[config.mk]
export PLATFORM = sky130hd
export DESIGN_NAME = uwf_uart
export DESIGN_NICKNAME = d
export VERILOG_FILES = /design/src/hdl/uwf_pkg.sv /design/src/hdl/uwf_uart.sv
export SDC_FILE = /design/constraint.sdc
export NUM_CORES = 1
export LEC_CHECK = 0
export ABC_CLOCK_PERIOD_IN_PS = 6800
export BUFFER_PORTS_ARGS = -buffer_cell sky130_fd_sc_hd__buf_2
export CORE_ASPECT_RATIO = 1.1
export CORE_MARGIN = 2
export CORE_UTILIZATION = 55
export CTS_CLUSTER_SIZE = 10
export DETAILED_ROUTE_END_ITERATION = 7
export GPL_ROUTABILITY_DRIVEN = 0
export PLACE_DENSITY_LB_ADDON = 0.12
export SYNTH_ARGS = -nofsm -noshare
export SYNTH_HDL_FRONTEND = slang
export SYNTH_SLANG_ARGS = --single-unit
export TNS_END_PERCENT = 50
[constraint.sdc]
create_clock -name clk_i -period 6.8 [get_ports clk_i]
set_input_delay 2.04 -clock clk_i [delete_from_list [all_inputs] [get_ports clk_i]]
set_output_delay 2.04 -clock clk_i [all_outputs]
set_load 0.005 [all_outputs]
[src/hdl/uwf_pkg.sv]
package uwf_pkg;
    // register word offsets (byte addresses)
    localparam logic [4:0] ADDR_DATA = 5'h00;
    localparam logic [4:0] ADDR_LCR = 5'h04;
    localparam logic [4:0] ADDR_FCR = 5'h08;
    localparam logic [4:0] ADDR_DIV = 5'h0C;
    localparam logic [4:0] ADDR_STAT = 5'h10;
    localparam logic [4:0] ADDR_MASK = 5'h14;
    localparam logic [4:0] ADDR_IID = 5'h18;
    // line control fields
    localparam int LCR_WLEN_LSB = 0;
    localparam int LCR_STOP_BIT = 2;
    localparam int LCR_PEN_BIT = 3;
    localparam int LCR_EPS_BIT = 4;
    localparam int LCR_STICK_BIT = 5;
    localparam int LCR_SRC16_BIT = 6;
    // fifo control fields
    localparam int FCR_EN_BIT = 0;
    localparam int FCR_TRIG_LSB = 6;
    // status / mask bits
    localparam int ST_RXDATA = 0;
    localparam int ST_THRE = 1;
    localparam int ST_TIMEOUT = 2;
    localparam int ST_PARITY = 3;
    localparam int ST_FRAME = 4;
    localparam int ST_OVERRUN = 5;
    localparam int ST_BITS = 6;
    // reset values
    localparam logic [7:0] LCR_RESET = 8'h03;
    localparam logic [7:0] FCR_RESET = 8'h00;
    localparam logic [15:0] DIV_RESET = 16'h0001;
    localparam logic [5:0] MASK_RESET = 6'h00;
    // fifo geometry
    localparam int FIFO_DEPTH = 16;
    localparam int FIFO_AW = 4;
    // baud source rates and the system clock
    localparam int CLK_HZ = 100_000_000;
    localparam int SRC24_HZ = 24_000_000;
    localparam int SRC16_HZ = 16_000_000;
    localparam int OVERSAMPLE = 16;
    localparam int FILTER_TICKS = 2;
    localparam int TIMEOUT_CHARS = 4;
    // interrupt identification codes, highest priority first
    localparam logic [2:0] IID_NONE = 3'h0;
    localparam logic [2:0] IID_LINE = 3'h1;
    localparam logic [2:0] IID_RXDATA = 3'h2;
    localparam logic [2:0] IID_TIMEOUT = 3'h3;
    localparam logic [2:0] IID_THRE = 3'h4;
endpackage

[src/hdl/uwf_uart.sv]
`timescale 1ns/100ps
// Summary of operation
// RQ1: writing data starts a transmission
// RQ2: start, data lsb first, parity, stop
// RQ3: interrupt when holding register or fifo empties
// RQ4: fcr bit 0 enables 16-deep fifos
// RQ5: transmit back to back until fifo empty
// RQ6: receiver samples at baud clock over 16
// RQ7: reject pulses shorter than two ticks
// RQ8: first data bit lands in bit 0
// RQ9: check parity and stop, report framing
// RQ10: rx interrupt on data or trigger level
// RQ11: timeout and line errors, prioritised interrupts
// RQ12: rx fifo 16 deep, trigger 1/4/8/14
// RQ13: five to eight bits, 1/1.5/2 stops
// RQ14: even, odd, sticky or no parity
// RQ15: divisor 1 to 65535
// RQ16: baud source 24 MHz or 16 MHz
// RQ17: rx timeout after four idle chars
module uwf_uart
    import uwf_pkg::*;
(
    input wire logic clk_i,
    input wire logic rst_i,
    input wire logic cyc_i,
    input wire logic stb_i,
    input wire logic we_i,
    input wire logic [4:0] adr_i,
    input wire logic [3:0] sel_i,
    input wire logic [31:0] dat_i,
    output logic [31:0] dat_o,
    output logic ack_o,
    output logic irq_o,
    input wire logic rxd_i,
    output logic txd_o
);

////////////////////////////////////////////////////////////////////////////////
typedef enum logic [4:0] {
    UWF_IDLE = 5'h01,
    UWF_START = 5'h02,
    UWF_DATA = 5'h04,
    UWF_PAR = 5'h08,
    UWF_STOP = 5'h10
} uwf_state_type;

function automatic logic [3:0] uwf_bits(input logic [1:0] wl);
    return 4'(5 + wl);
endfunction

logic [7:0] lcr;
logic [7:0] fcr;
logic [15:0] divisor;
logic [5:0] status;
logic [5:0] mask;
logic fifo_en;
logic [3:0] nbits;
logic req, wr, rd;
assign fifo_en = fcr[FCR_EN_BIT];
assign nbits = uwf_bits(lcr[LCR_WLEN_LSB +: 2]);
assign req = cyc_i && stb_i && !ack_o;
assign wr = req && we_i && sel_i[0];
assign rd = req && !we_i;

////////////////////////////////////////////////////////////////////////////////
// baud source: fractional accumulator gives 24 or 16 MHz enable pulses
localparam logic [27:0] INC24 = 28'(SRC24_HZ / 1000);
localparam logic [27:0] INC16 = 28'(SRC16_HZ / 1000);
localparam logic [27:0] MOD_SRC = 28'(CLK_HZ / 1000);
logic [27:0] src_acc;
logic src_tick;
logic [15:0] div_cnt;
logic tick;
always_ff @(posedge clk_i) begin
    if (rst_i) begin
        src_acc <= '0;
        src_tick <= 1'b0;
    end else if (src_acc + (lcr[LCR_SRC16_BIT] ? INC16 : INC24) >= MOD_SRC) begin // RQ16
        src_acc <= src_acc + (lcr[LCR_SRC16_BIT] ? INC16 : INC24) - MOD_SRC;
        src_tick <= 1'b1;
    end else begin
        src_acc <= src_acc + (lcr[LCR_SRC16_BIT] ? INC16 : INC24);
        src_tick <= 1'b0;
    end
end
always_ff @(posedge clk_i) begin
    if (rst_i) begin
        div_cnt <= '0;
        tick <= 1'b0;
    end else if (src_tick) begin
        if (div_cnt + 16'h0001 >= divisor) begin // RQ15
            div_cnt <= '0;
            tick <= 1'b1;
        end else begin
            div_cnt <= div_cnt + 16'h0001;
            tick <= 1'b0;
        end
    end else begin
        tick <= 1'b0;
    end
end

////////////////////////////////////////////////////////////////////////////////
// transmit fifo (depth 1 when fifos are off acts as holding register)
logic [7:0] tx_mem [FIFO_DEPTH];
logic [FIFO_AW-1:0] tx_wp, tx_rp;
logic [FIFO_AW:0] tx_cnt;
logic tx_push, tx_pop, tx_full;
assign tx_full = fifo_en ? (tx_cnt == 5'(FIFO_DEPTH)) : (tx_cnt != 5'h00);
assign tx_push = wr && adr_i == ADDR_DATA && !tx_full; // RQ1 RQ4
always_ff @(posedge clk_i) begin
    if (rst_i || (wr && adr_i == ADDR_FCR)) begin
        tx_wp <= '0;
        tx_rp <= '0;
        tx_cnt <= '0;
    end else begin
        if (tx_push) begin
            tx_mem[tx_wp] <= dat_i[7:0];
            tx_wp <= tx_wp + 4'h1;
        end
        if (tx_pop) begin
            tx_rp <= tx_rp + 4'h1;
        end
        tx_cnt <= tx_cnt + 5'(tx_push) - 5'(tx_pop);
    end
end

////////////////////////////////////////////////////////////////////////////////
// transmitter
uwf_state_type tx_state;
logic [7:0] tx_sh;
logic [3:0] tx_os;
logic [3:0] tx_bit;
logic tx_par;
logic [5:0] tx_stop_len;
assign tx_pop = tx_state == UWF_IDLE && tx_cnt != 5'h00; // RQ5
// stop length in 16ths: 1, 1.5 for 5-bit words, else 2
assign tx_stop_len = !lcr[LCR_STOP_BIT] ? 6'd16 :
    (lcr[LCR_WLEN_LSB +: 2] == 2'b00 ? 6'd24 : 6'd32); // RQ13
logic [5:0] tx_sc;
always_ff @(posedge clk_i) begin
    if (rst_i) begin
        tx_state <= UWF_IDLE;
        txd_o <= 1'b1;
        tx_sh <= '0;
        tx_os <= '0;
        tx_bit <= '0;
        tx_par <= 1'b0;
        tx_sc <= '0;
    end else begin
        case (tx_state)
            UWF_IDLE: begin
                txd_o <= 1'b1;
                if (tx_pop) begin // RQ1
                    tx_sh <= tx_mem[tx_rp];
                    tx_par <= 1'b0;
                    tx_os <= '0;
                    tx_state <= UWF_START;
                end
            end
            UWF_START: begin
                txd_o <= 1'b0; // RQ2
                if (tick) begin
                    tx_os <= tx_os + 4'h1;
                    if (tx_os == 4'hF) begin
                        tx_bit <= '0;
                        tx_state <= UWF_DATA;
                    end
                end
            end
            UWF_DATA: begin
                txd_o <= tx_sh[0]; // RQ2
                if (tick) begin
                    tx_os <= tx_os + 4'h1;
                    if (tx_os == 4'hF) begin
                        tx_par <= tx_par ^ tx_sh[0];
                        tx_sh <= {1'b0, tx_sh[7:1]};
                        tx_bit <= tx_bit + 4'h1;
                        if (tx_bit + 4'h1 == nbits) begin
                            tx_sc <= '0;
                            tx_state <= lcr[LCR_PEN_BIT] ? UWF_PAR : UWF_STOP;
                        end
                    end
                end
            end
            UWF_PAR: begin
                // RQ14
                txd_o <= lcr[LCR_STICK_BIT] ? !lcr[LCR_EPS_BIT]
                    : (tx_par ^ !lcr[LCR_EPS_BIT]);
                if (tick) begin
                    tx_os <= tx_os + 4'h1;
                    if (tx_os == 4'hF) begin
                        tx_state <= UWF_STOP;
                    end
                end
            end
            default: begin
                txd_o <= 1'b1;
                if (tick) begin
                    tx_sc <= tx_sc + 6'h01;
                    if (tx_sc + 6'h01 >= tx_stop_len) begin
                        tx_state <= UWF_IDLE;
                    end
                end
            end
        endcase
    end
end

////////////////////////////////////////////////////////////////////////////////
// input filter: level accepted only after two stable baud ticks
logic rx_s1, rx_s2, rx_f, rx_f_d;
logic [1:0] flt_cnt;
always_ff @(posedge clk_i) begin
    if (rst_i) begin
        rx_s1 <= 1'b1;
        rx_s2 <= 1'b1;
    end else begin
        rx_s1 <= rxd_i;
        rx_s2 <= rx_s1;
    end
end
always_ff @(posedge clk_i) begin
    if (rst_i) begin
        rx_f <= 1'b1;
        flt_cnt <= '0;
    end else if (rx_s2 == rx_f) begin
        flt_cnt <= '0;
    end else if (tick) begin
        if (flt_cnt + 2'h1 >= 2'(FILTER_TICKS)) begin // RQ7
            rx_f <= rx_s2;
            flt_cnt <= '0;
        end else begin
            flt_cnt <= flt_cnt + 2'h1;
        end
    end
end

// start hunts for a falling edge, so a low stop bit cannot open a frame
always_ff @(posedge clk_i) begin
    if (rst_i) begin
        rx_f_d <= 1'b1;
    end else begin
        rx_f_d <= rx_f;
    end
end

////////////////////////////////////////////////////////////////////////////////
// receiver: mid-bit sampling at tick 7 of 16
uwf_state_type rx_state;
logic [3:0] rx_os, rx_bit;
logic [7:0] rx_sh;
logic rx_par;
logic rx_done, rx_perr, rx_ferr;
logic [7:0] rx_word;
always_ff @(posedge clk_i) begin
    if (rst_i) begin
        rx_state <= UWF_IDLE;
        rx_os <= '0;
        rx_bit <= '0;
        rx_sh <= '0;
        rx_par <= 1'b0;
        rx_done <= 1'b0;
        rx_perr <= 1'b0;
        rx_ferr <= 1'b0;
        rx_word <= '0;
    end else begin
        rx_done <= 1'b0;
        case (rx_state)
            UWF_IDLE: begin
                rx_os <= '0;
                rx_perr <= 1'b0;
                if (rx_f_d && !rx_f) begin
                    rx_state <= UWF_START;
                end
            end
            UWF_START: begin
                if (tick) begin // RQ6
                    rx_os <= rx_os + 4'h1;
                    if (rx_os == 4'h7) begin
                        rx_os <= '0;
                        rx_bit <= '0;
                        rx_par <= 1'b0;
                        rx_state <= rx_f ? UWF_IDLE : UWF_DATA;
                    end
                end
            end
            UWF_DATA: begin
                if (tick) begin
                    rx_os <= rx_os + 4'h1;
                    if (rx_os == 4'hF) begin
                        // shifts in from the top; realigned at the end
                        rx_sh <= {rx_f, rx_sh[7:1]};
                        rx_par <= rx_par ^ rx_f;
                        rx_bit <= rx_bit + 4'h1;
                        if (rx_bit + 4'h1 == nbits) begin
                            rx_state <= lcr[LCR_PEN_BIT] ? UWF_PAR : UWF_STOP;
                        end
                    end
                end
            end
            UWF_PAR: begin
                if (tick) begin
                    rx_os <= rx_os + 4'h1;
                    if (rx_os == 4'hF) begin
                        // RQ9 RQ14
                        rx_perr <= lcr[LCR_STICK_BIT] ? (rx_f != !lcr[LCR_EPS_BIT])
                            : (rx_f != (rx_par ^ !lcr[LCR_EPS_BIT]));
                        rx_state <= UWF_STOP;
                    end
                end
            end
            default: begin
                if (tick) begin
                    rx_os <= rx_os + 4'h1;
                    if (rx_os == 4'hF) begin
                        rx_ferr <= !rx_f; // RQ9
                        rx_word <= rx_sh >> (4'h8 - nbits); // RQ8
                        rx_done <= 1'b1;
                        rx_state <= UWF_IDLE;
                    end
                end
            end
        endcase
    end
end

////////////////////////////////////////////////////////////////////////////////
// receive fifo
logic [7:0] rx_mem [FIFO_DEPTH];
logic [FIFO_AW-1:0] rx_wp, rx_rp;
logic [FIFO_AW:0] rx_cnt;
logic rx_push, rx_pop, rx_overrun, rx_full;
assign rx_full = fifo_en ? (rx_cnt == 5'(FIFO_DEPTH)) : (rx_cnt != 5'h00);
assign rx_push = rx_done && !rx_full; // RQ8 RQ12
assign rx_overrun = rx_done && rx_full;
assign rx_pop = rd && adr_i == ADDR_DATA && rx_cnt != 5'h00;
always_ff @(posedge clk_i) begin
    if (rst_i || (wr && adr_i == ADDR_FCR)) begin
        rx_wp <= '0;
        rx_rp <= '0;
        rx_cnt <= '0;
    end else begin
        if (rx_push) begin
            rx_mem[rx_wp] <= rx_word;
            rx_wp <= rx_wp + 4'h1;
        end
        if (rx_pop) begin
            rx_rp <= rx_rp + 4'h1;
        end
        rx_cnt <= rx_cnt + 5'(rx_push) - 5'(rx_pop);
    end
end

////////////////////////////////////////////////////////////////////////////////
// character timeout: four characters of 16 ticks by 12 bit times
localparam logic [9:0] TIMEOUT_TICKS = 10'(TIMEOUT_CHARS * 12 * OVERSAMPLE);
logic [9:0] to_cnt;
logic to_evt;
always_ff @(posedge clk_i) begin
    if (rst_i || rx_push || rx_pop || rx_cnt == 5'h00 || !fifo_en) begin
        to_cnt <= '0;
        to_evt <= 1'b0;
    end else if (tick && to_cnt != TIMEOUT_TICKS) begin
        to_cnt <= to_cnt + 10'h001;
        to_evt <= to_cnt + 10'h001 == TIMEOUT_TICKS; // RQ17
    end else begin
        to_evt <= 1'b0;
    end
end

////////////////////////////////////////////////////////////////////////////////
// events and sticky status
logic [4:0] trig;
logic rx_evt, thre_evt;
logic [4:0] tx_cnt_d;
always_comb begin
    case (fcr[FCR_TRIG_LSB +: 2])
        2'b00: trig = 5'd1;
        2'b01: trig = 5'd4;
        2'b10: trig = 5'd8;
        default: trig = 5'd14;
    endcase
end
// RQ10 RQ12
assign rx_evt = rx_push && (!fifo_en || rx_cnt + 5'h01 == trig);
always_ff @(posedge clk_i) begin
    if (rst_i) begin
        tx_cnt_d <= '0;
    end else begin
        tx_cnt_d <= tx_cnt;
    end
end
assign thre_evt = tx_cnt == 5'h00 && tx_cnt_d != 5'h00; // RQ3
logic [5:0] evt;
always_comb begin
    evt = '0;
    evt[ST_RXDATA] = rx_evt;
    evt[ST_THRE] = thre_evt;
    evt[ST_TIMEOUT] = to_evt; // RQ11
    evt[ST_PARITY] = rx_done && rx_perr;
    evt[ST_FRAME] = rx_done && rx_ferr;
    evt[ST_OVERRUN] = rx_overrun;
end
always_ff @(posedge clk_i) begin
    if (rst_i) begin
        status <= '0;
    end else if (wr && adr_i == ADDR_STAT) begin
        status <= (status & ~dat_i[5:0]) | evt;
    end else begin
        status <= status | evt;
    end
end
logic [5:0] pend;
logic [2:0] iid;
assign pend = status & mask;
always_comb begin
    // RQ11
    if (pend[ST_PARITY] || pend[ST_FRAME] || pend[ST_OVERRUN]) begin
        iid = IID_LINE;
    end else if (pend[ST_RXDATA]) begin
        iid = IID_RXDATA;
    end else if (pend[ST_TIMEOUT]) begin
        iid = IID_TIMEOUT;
    end else if (pend[ST_THRE]) begin
        iid = IID_THRE;
    end else begin
        iid = IID_NONE;
    end
end
always_ff @(posedge clk_i) begin
    if (rst_i) begin
        irq_o <= 1'b0;
    end else begin
        irq_o <= pend != 6'h00;
    end
end

////////////////////////////////////////////////////////////////////////////////
// wishbone slave: one-cycle ack
always_ff @(posedge clk_i) begin
    if (rst_i) begin
        lcr <= LCR_RESET;
        fcr <= FCR_RESET;
        divisor <= DIV_RESET;
        mask <= MASK_RESET;
    end else if (wr) begin
        if (adr_i == ADDR_LCR) begin
            lcr <= dat_i[7:0];
        end else if (adr_i == ADDR_FCR) begin
            fcr <= dat_i[7:0]; // RQ4
        end else if (adr_i == ADDR_DIV) begin
            if (sel_i[1] && dat_i[15:0] != 16'h0000) begin // RQ15
                divisor <= dat_i[15:0];
            end
        end else if (adr_i == ADDR_MASK) begin
            mask <= dat_i[5:0];
        end
    end
end
always_ff @(posedge clk_i) begin
    if (rst_i) begin
        ack_o <= 1'b0;
        dat_o <= '0;
    end else begin
        ack_o <= req;
        dat_o <= '0;
        if (rd) begin
            if (adr_i == ADDR_DATA) begin
                dat_o <= {24'h000000, rx_cnt != 5'h00 ? rx_mem[rx_rp] : 8'h00};
            end else if (adr_i == ADDR_LCR) begin
                dat_o <= {24'h000000, lcr};
            end else if (adr_i == ADDR_FCR) begin
                dat_o <= {11'h000, rx_cnt, 3'h0, tx_cnt, fcr};
            end else if (adr_i == ADDR_DIV) begin
                dat_o <= {16'h0000, divisor};
            end else if (adr_i == ADDR_STAT) begin
                dat_o <= {26'h0000000, status};
            end else if (adr_i == ADDR_MASK) begin
                dat_o <= {26'h0000000, mask};
            end else if (adr_i == ADDR_IID) begin
                dat_o <= {29'h00000000, iid};
            end
        end
    end
end

endmodule

=== Yosys cells after proc, flatten, opt, wreduce, memory -nomap -nowiden ===
Memories as Yosys holds them, arrays and structs flattened. A register that Yosys moved wholly into a read port is not among the register bits.
Cells that the tools add are included.

* $add $sub $neg: 21
* Div/mod/pow operators: 0
* Multipliers: 0
* Shift-type cells: 1
* Bitwise logic cells: 19
* Magnitude comparators: 4
* Reductions and logical operators: 82
* Multiplexer cells: 100
* Equal/unequal tests: 46

{| class="wikitable"
|+ Operator list
! cell !! number
|-
| $mux 5 || 21
|-
| $mux 4 || 17
|-
| $mux 6 || 9
|-
| $mux 8 || 6
|-
| $pmux 5 s4 || 2
|-
| $add 4x1->4 const B || 8
|-
| $mux 16 || 2
|-
| $ne 2x2->1 const B || 16
|-
| $pmux 4 s2 || 4
|-
| $add 28x15->28 || 1
|-
| $ge 28x17->1 const B || 1
|-
| $mux 28 || 1
|-
| $sub 28x17->28 const B || 1
|-
| $eq 5x5->1 const B || 5
|-
| $mux 1 || 22
|-
| $logic_and 1x1->1 || 21
|-
| $mux 21 || 1
|-
| $eq 5x4->1 const B || 4
|-
| $reduce_and 10->1 || 2
|-
| $reduce_and 5->1 || 4
|-
| $reduce_bool 5->1 || 4
|-
| $mux 3 || 6
|-
| $reduce_and 3->1 || 6
|-
| $add 16x1->16 const B || 1
|-
| other kinds (54) || 108
|}

* Output and inout port bits: 35
* Input port bits: 47
* Logic and storage cells: 320
* RAM bits: 256
* Memories kept: 2
* Register bits: 234
* Memory bits (read-only): 0
* Latch bits: 0

{| class="wikitable"
|+ Memories
! name !! depth !! bits a word !! read ports !! clocked after memory_dff !! wr ports !! RTL line !! source
|-
| rx_mem || 16 || 8 || 1 || 1 || 1 || uwf_uart.sv:330 || <nowiki>logic [7:0] rx_mem [FIFO_DEPTH];</nowiki>
|-
| tx_mem || 16 || 8 || 1 || 1 || 1 || uwf_uart.sv:105 || <nowiki>logic [7:0] tx_mem [FIFO_DEPTH];</nowiki>
|}

=== Depth between registers and ports, before layout ===
* Depth after elaboration: 12
* Mapped depth: 19
* Mapped depth without buffers: 18

=== Least setup slack after synthesis ===
Ideal clock, no wire load.

* Kind: input-to-reg
* Start point: input port adr_i[4]
* End point: register rx_cnt[4]
* Setup time: 0.127 ns
* Slack: 1.556 ns
* Path buffers: 1
* Required time: 6.673 ns
* Stages: 15
* Data arrival time: 5.116 ns
* Cells stage by stage: clkbuf_1 nor4_1 nor3b_2 nor3b_1 ha_1 inv_1 ha_1 inv_1 fa_1 inv_1 a21oi_1 nor2_1 nor2_1 xnor2_1 nor2_1

* Cells in the longest elaborated chain, start to end: 4
* Elaborated cells between the ends (all ways): 7
* Classes of those cells: add/sub (1); eq/ne (1); reduce/logical (5)

{| class="wikitable"
|+ Ends and longest elaborated chain
! what !! RTL line !! source
|-
| start, declared || uwf_uart.sv:28 || <nowiki>input wire logic [4:0] adr_i,</nowiki>
|-
| $logic_not 5->1 || uwf_uart.sv:337 || <nowiki>assign rx_pop = rd && adr_i == ADDR_DATA && rx_cnt != 5'h00;</nowiki>
|-
| $logic_and 1x1->1 (2 in a row) || uwf_uart.sv:337 ||
|-
| via rx_pop || uwf_uart.sv:333 || <nowiki>logic rx_push, rx_pop, rx_overrun, rx_full;</nowiki>
|-
| $sub 5x1->5 || uwf_uart.sv:351 || <nowiki>rx_cnt <= rx_cnt + 5'(rx_push) - 5'(rx_pop);</nowiki>
|-
| end signal, assigned || uwf_uart.sv:351 ||
|-
| end, declared || uwf_uart.sv:332 || <nowiki>logic [FIFO_AW:0] rx_cnt;</nowiki>
|}

The timed path passes the listed nets, and every way through them passes these cells.
A chain may end at the register's enable or synchronous reset.

=== Worst setup path in the final report ===
* Start point: register lcr[6]
* End point: register src_acc[16]

* Cells in the longest elaborated chain, start to end: 4
* Elaborated cells between the ends (all ways): 5
* Classes of those cells: add/sub (2); order compare (1); mux (2)

{| class="wikitable"
|+ Ends and longest elaborated chain
! what !! RTL line !! source
|-
| start, declared || uwf_uart.sv:51 || <nowiki>logic [7:0] lcr;</nowiki>
|-
| start signal, assigned || uwf_uart.sv:449 || <nowiki>lcr <= dat_i[7:0];</nowiki>
|-
| $mux 15 (*) || uwf_uart.sv:78, uwf_uart.sv:79, uwf_uart.sv:82 ||
|-
| $add 28x15->28 (*) || uwf_uart.sv:78, uwf_uart.sv:79, uwf_uart.sv:82 ||
|-
| $sub 28x17->28 or $ge 28x17->1 (tied branches) || uwf_uart.sv:79, uwf_uart.sv:78 ||
|-
| $mux 28 (*) || uwf_uart.sv:78 || <nowiki>end else if (src_acc + (lcr[LCR_SRC16_BIT] ? INC16 : INC24) >= MOD_SRC) begin</nowiki>
|-
| end signal, assigned || uwf_uart.sv:79 || <nowiki>src_acc <= src_acc + (lcr[LCR_SRC16_BIT] ? INC16 : INC24) - MOD_SRC;</nowiki>
|-
| end signal, assigned || uwf_uart.sv:82 || <nowiki>src_acc <= src_acc + (lcr[LCR_SRC16_BIT] ? INC16 : INC24);</nowiki>
|-
| end, declared || uwf_uart.sv:70 || <nowiki>logic [27:0] src_acc;</nowiki>
|}

Mark *: on every way between the ends. The rest lies on a longest branch, timed or not.

==> metrics.md <==
| Metric | Value |
|---|---|
| Status | `finished clean` |
| Die H | `212 um` |
| HP Class | `register to register` |
| Final period utilization | `0.687` |
| Reg2reg start | `lcr[6]$_SDFFE_PP0P_` |
| Largest fanout on the critical path | `17` |
| CP Data Arrival Time | `5130 ps` |
| Power Density | `315 mW/mm^2` |
| Synthesis Warnings | `0` |
| Worst-path clk slew | `60 ps` |
| Worst R2R End | `src_acc[16]$_SDFF_PP0_` |
| CTS Buf Count | `55` |
| CP Class | `register to register` |
| Initial antenna violation count | `0` |
| Crit start category | `register` |
| Post-CTS setup repair buffer count | `0` |
| Syn Inst Count | `1784` |
| Clock skew | `25.4 ps` |
| CTS resizes | `0` |
| Row count | `76` |
| Worst VDD drop | `0.301 mV` |
| Hold Path Sink | `rx_s2$_SDFF_PP1_` |
| Worst R2R Path Depth | `11` |
| Worst-skew pair later-pin latency | `610 ps` |
| Synthesized area per cell | `12.1 um^2` |
| Synth area leaders | `edfxtp_1 36%, dfxtp_1 21%, mux4_2 8.1%, nor2_1 4.2%, ha_1 3.7%` |
| Grt ovf | `0` |
| Synth unique cells | `82` |
| Ys flop type | `edfxtp_1` |
| Total negative setup slack | `0 ps` |
| Worst reg-to-reg setup slack | `2130 ps` |
| Routed via count | `13800` |
| Hold Path Depth | `1` |
| TritonCTS clock tree | `built` |
| Maxcap violations | `0` |
| DR DRC count | `0` |
| Routed Antenna Nets | `0` |
| Iteration-0 DRC Markers | `996` |
| Ys async rst share | `0` |
| Multi-input gate area | `0.00875 mm^2` |
| Post-Layout Cell Count | `2380` |
| Initial Util | `0.555` |
| Clk Tree Root Cell | `clkbuf_16` |
| CTS Hold Bufs | `0` |
| Total Wirelength | `46000 um` |
| Crit path time final | `4670 ps` |
| Vias per cell | `5.80` |
| I/O pin cnt | `82` |
| Relative slew slack | `0.327` |
| Core Area | `0.0389 mm^2` |
| Max-slew violations | `0` |
| Setup Viol. Count Final | `0` |
| Final hold vios | `0` |
| Leading cell type by number of instances after synthesis | `edfxtp_1` |
| Mapped cell area | `0.0216 mm^2` |
| Yosys top cell area share | `0.356` |
| Max Root-Sink Buffers | `3` |
| Total design power | `7510 uW` |
| Post-synth top area cell | `edfxtp_1` |
| Tot GR Track Use | `0.233` |
| Crit. Startpoint | `lcr[6]$_SDFFE_PP0P_` |
| Register area | `0.0122 mm^2` |
| RSZ-0062 raised after global routing | `no` |
| Worst hold start | `rx_s1$_SDFF_PP1_` |
| Die span in x | `193 um` |
| FF+latch count, synth | `482` |
| Area growth, synth to finish | `10.7%` |
| Finished Cell Area | `0.0239 mm^2` |
| Ant. Diodes | `0` |
| Vias in the first global route | `13552` |
| Largest net degree at the start of global routing | `87` |
| Detailed Place HPWL | `31100 um` |
| WP data required | `7260 ps` |
| CTS HTree Levels | `2` |
| EDFF count, synth | `256` |
| Most instantiated cells after synthesis | `256 x edfxtp_1, 239 x nor2_1, 226 x dfxtp_1` |
| # clock sinks | `482` |
| Port bufs | `52` |
| First-pass GRT wire length | `73700 um` |
| Worst slew pin tran | `1010 ps` |
| Die Area | `0.0408 mm^2` |
| Leakage | `0.00858 uW` |
| Fraction of layout cells with a size suffix above 1 | `0.128` |
| Nets | `1945` |
| Filler Cell Count | `3053` |
| Drt wl/cell | `19.3 um` |
| Fmax achieved | `214 MHz` |
| First-pass DRT Iterations | `5` |
| Dpl cells | `2282` |
| Sequential element share of the synthesized area | `0.566` |
| Nature of the critical path endpoint | `register` |
| Dpl cell area | `0.0223 mm^2` |
==> area by class of cell <==
cell class                 instances  share of cell area
inverter                          66              0.0104
clock buffer                      93              0.0645
sequential                       482               0.512
tap                              507              0.0266
multi-input combinational       1153               0.366
timing repair buffer              74              0.0179
clock inverter                     5             0.00278
==> cell families after synthesis <==
group	after synthesis	synth area share
mux	153	0.116
simple gates	573	0.128
buf+inv	159	0.0308
fa+ha+maj	66	0.0390
flops	482	0.566
compound gates	248	0.0777
other cells	1	0.000174
xor+xnor	102	0.0423
==> how the worst max path moves through the flow <==
stage	to	slack, ps
floorplan	rx_cnt[4]$_SDFF_PP0_	1560
global placement	rx_cnt[4]$_SDFF_PP0_	1600
detailed placement	rx_cnt[4]$_SDFF_PP0_	1580
CTS	src_acc[16]$_SDFF_PP0_	2160
global route	src_acc[16]$_SDFF_PP0_	1690
finish	src_acc[16]$_SDFF_PP0_	2130
==> registers in the layout, summed over array words and instances (netlist names), 8 cells and up, named ones only <==
| register | cells |
|---|---|
| dat_o | 21 |
| to_cnt | 10 |
| tx_sh | 8 |
| src_acc | 23 |
| tx_mem | 128 |
| lcr | 8 |
| div_cnt | 16 |
| rx_sh | 8 |
| fcr | 8 |
| rx_mem | 128 |
| divisor | 16 |
| rx_word | 8 |
==> routing by layer <==
layer	GRT usage	vias up	part of all wire
met2	0.395	305	0.50
li1	-	6641	-
met3	0.0429	63	0.046
met5	0	-	0
met1	0.306	6791	0.43
met4	0.0658	0	0.022
==> worst max-delay path: stages (launching register included) <==
cell and delay (ps):
dfxtp_1 460, inv_1 140, ha_1 260, or3_1 490, a2111oi_4 740, nor3b_1 150
xnor2_1 360, nor4b_4 420, and4_1 750, nand2_1 300, a221oi_1 370, nor3_1 70
==> layout by cell type (no fill, tap or decap), drive strengths merged, types with 5 or more instances in the layout <==
cell and n:
a21o 24, a31oi 12, conb 11, and2 8, o22ai 6, a22o 6
inv 67, edfxtp 256, nand3 40, nor3b 7, and3 17, and4 8
or3 14, or2 5, a22oi 17, clkbuf 93, or4 6, xnor2 47
nand2b 12, nand2 108, nor4 13, a211oi 22, nor2b 22, mux2i 74
dfxtp 226, nor3 38, o31ai 5, a21oi 75, mux4 78, buf 74
nor2 240, nand4 16, xor2 55, o21ai 34, o211ai 5, a311oi 7
a32o 7, nand3b 10, ha 64
==> power breakdown <==
group,internal (uW),switching (uW),leakage [uW]
registers,3180,151,0.00417
logic,663,866,0.00364
clock network,1530,1120,0.000767
==> metrics by stage <==
stage | worst slack (ps) | utilization | hold slack, ps
2_1_floorplan | 1560 | - | 389
3_3_place_gp | 1600 | 0.573 | 402
3_5_place_dp | 1580 | 0.573 | 402
4_1_cts | 2160 | 0.614 | 420
5_1_grt | 1690 | 0.614 | 448
6_report | 2130 | 0.614 | 414
Note: power is estimated with default switching activity, not from simulation.
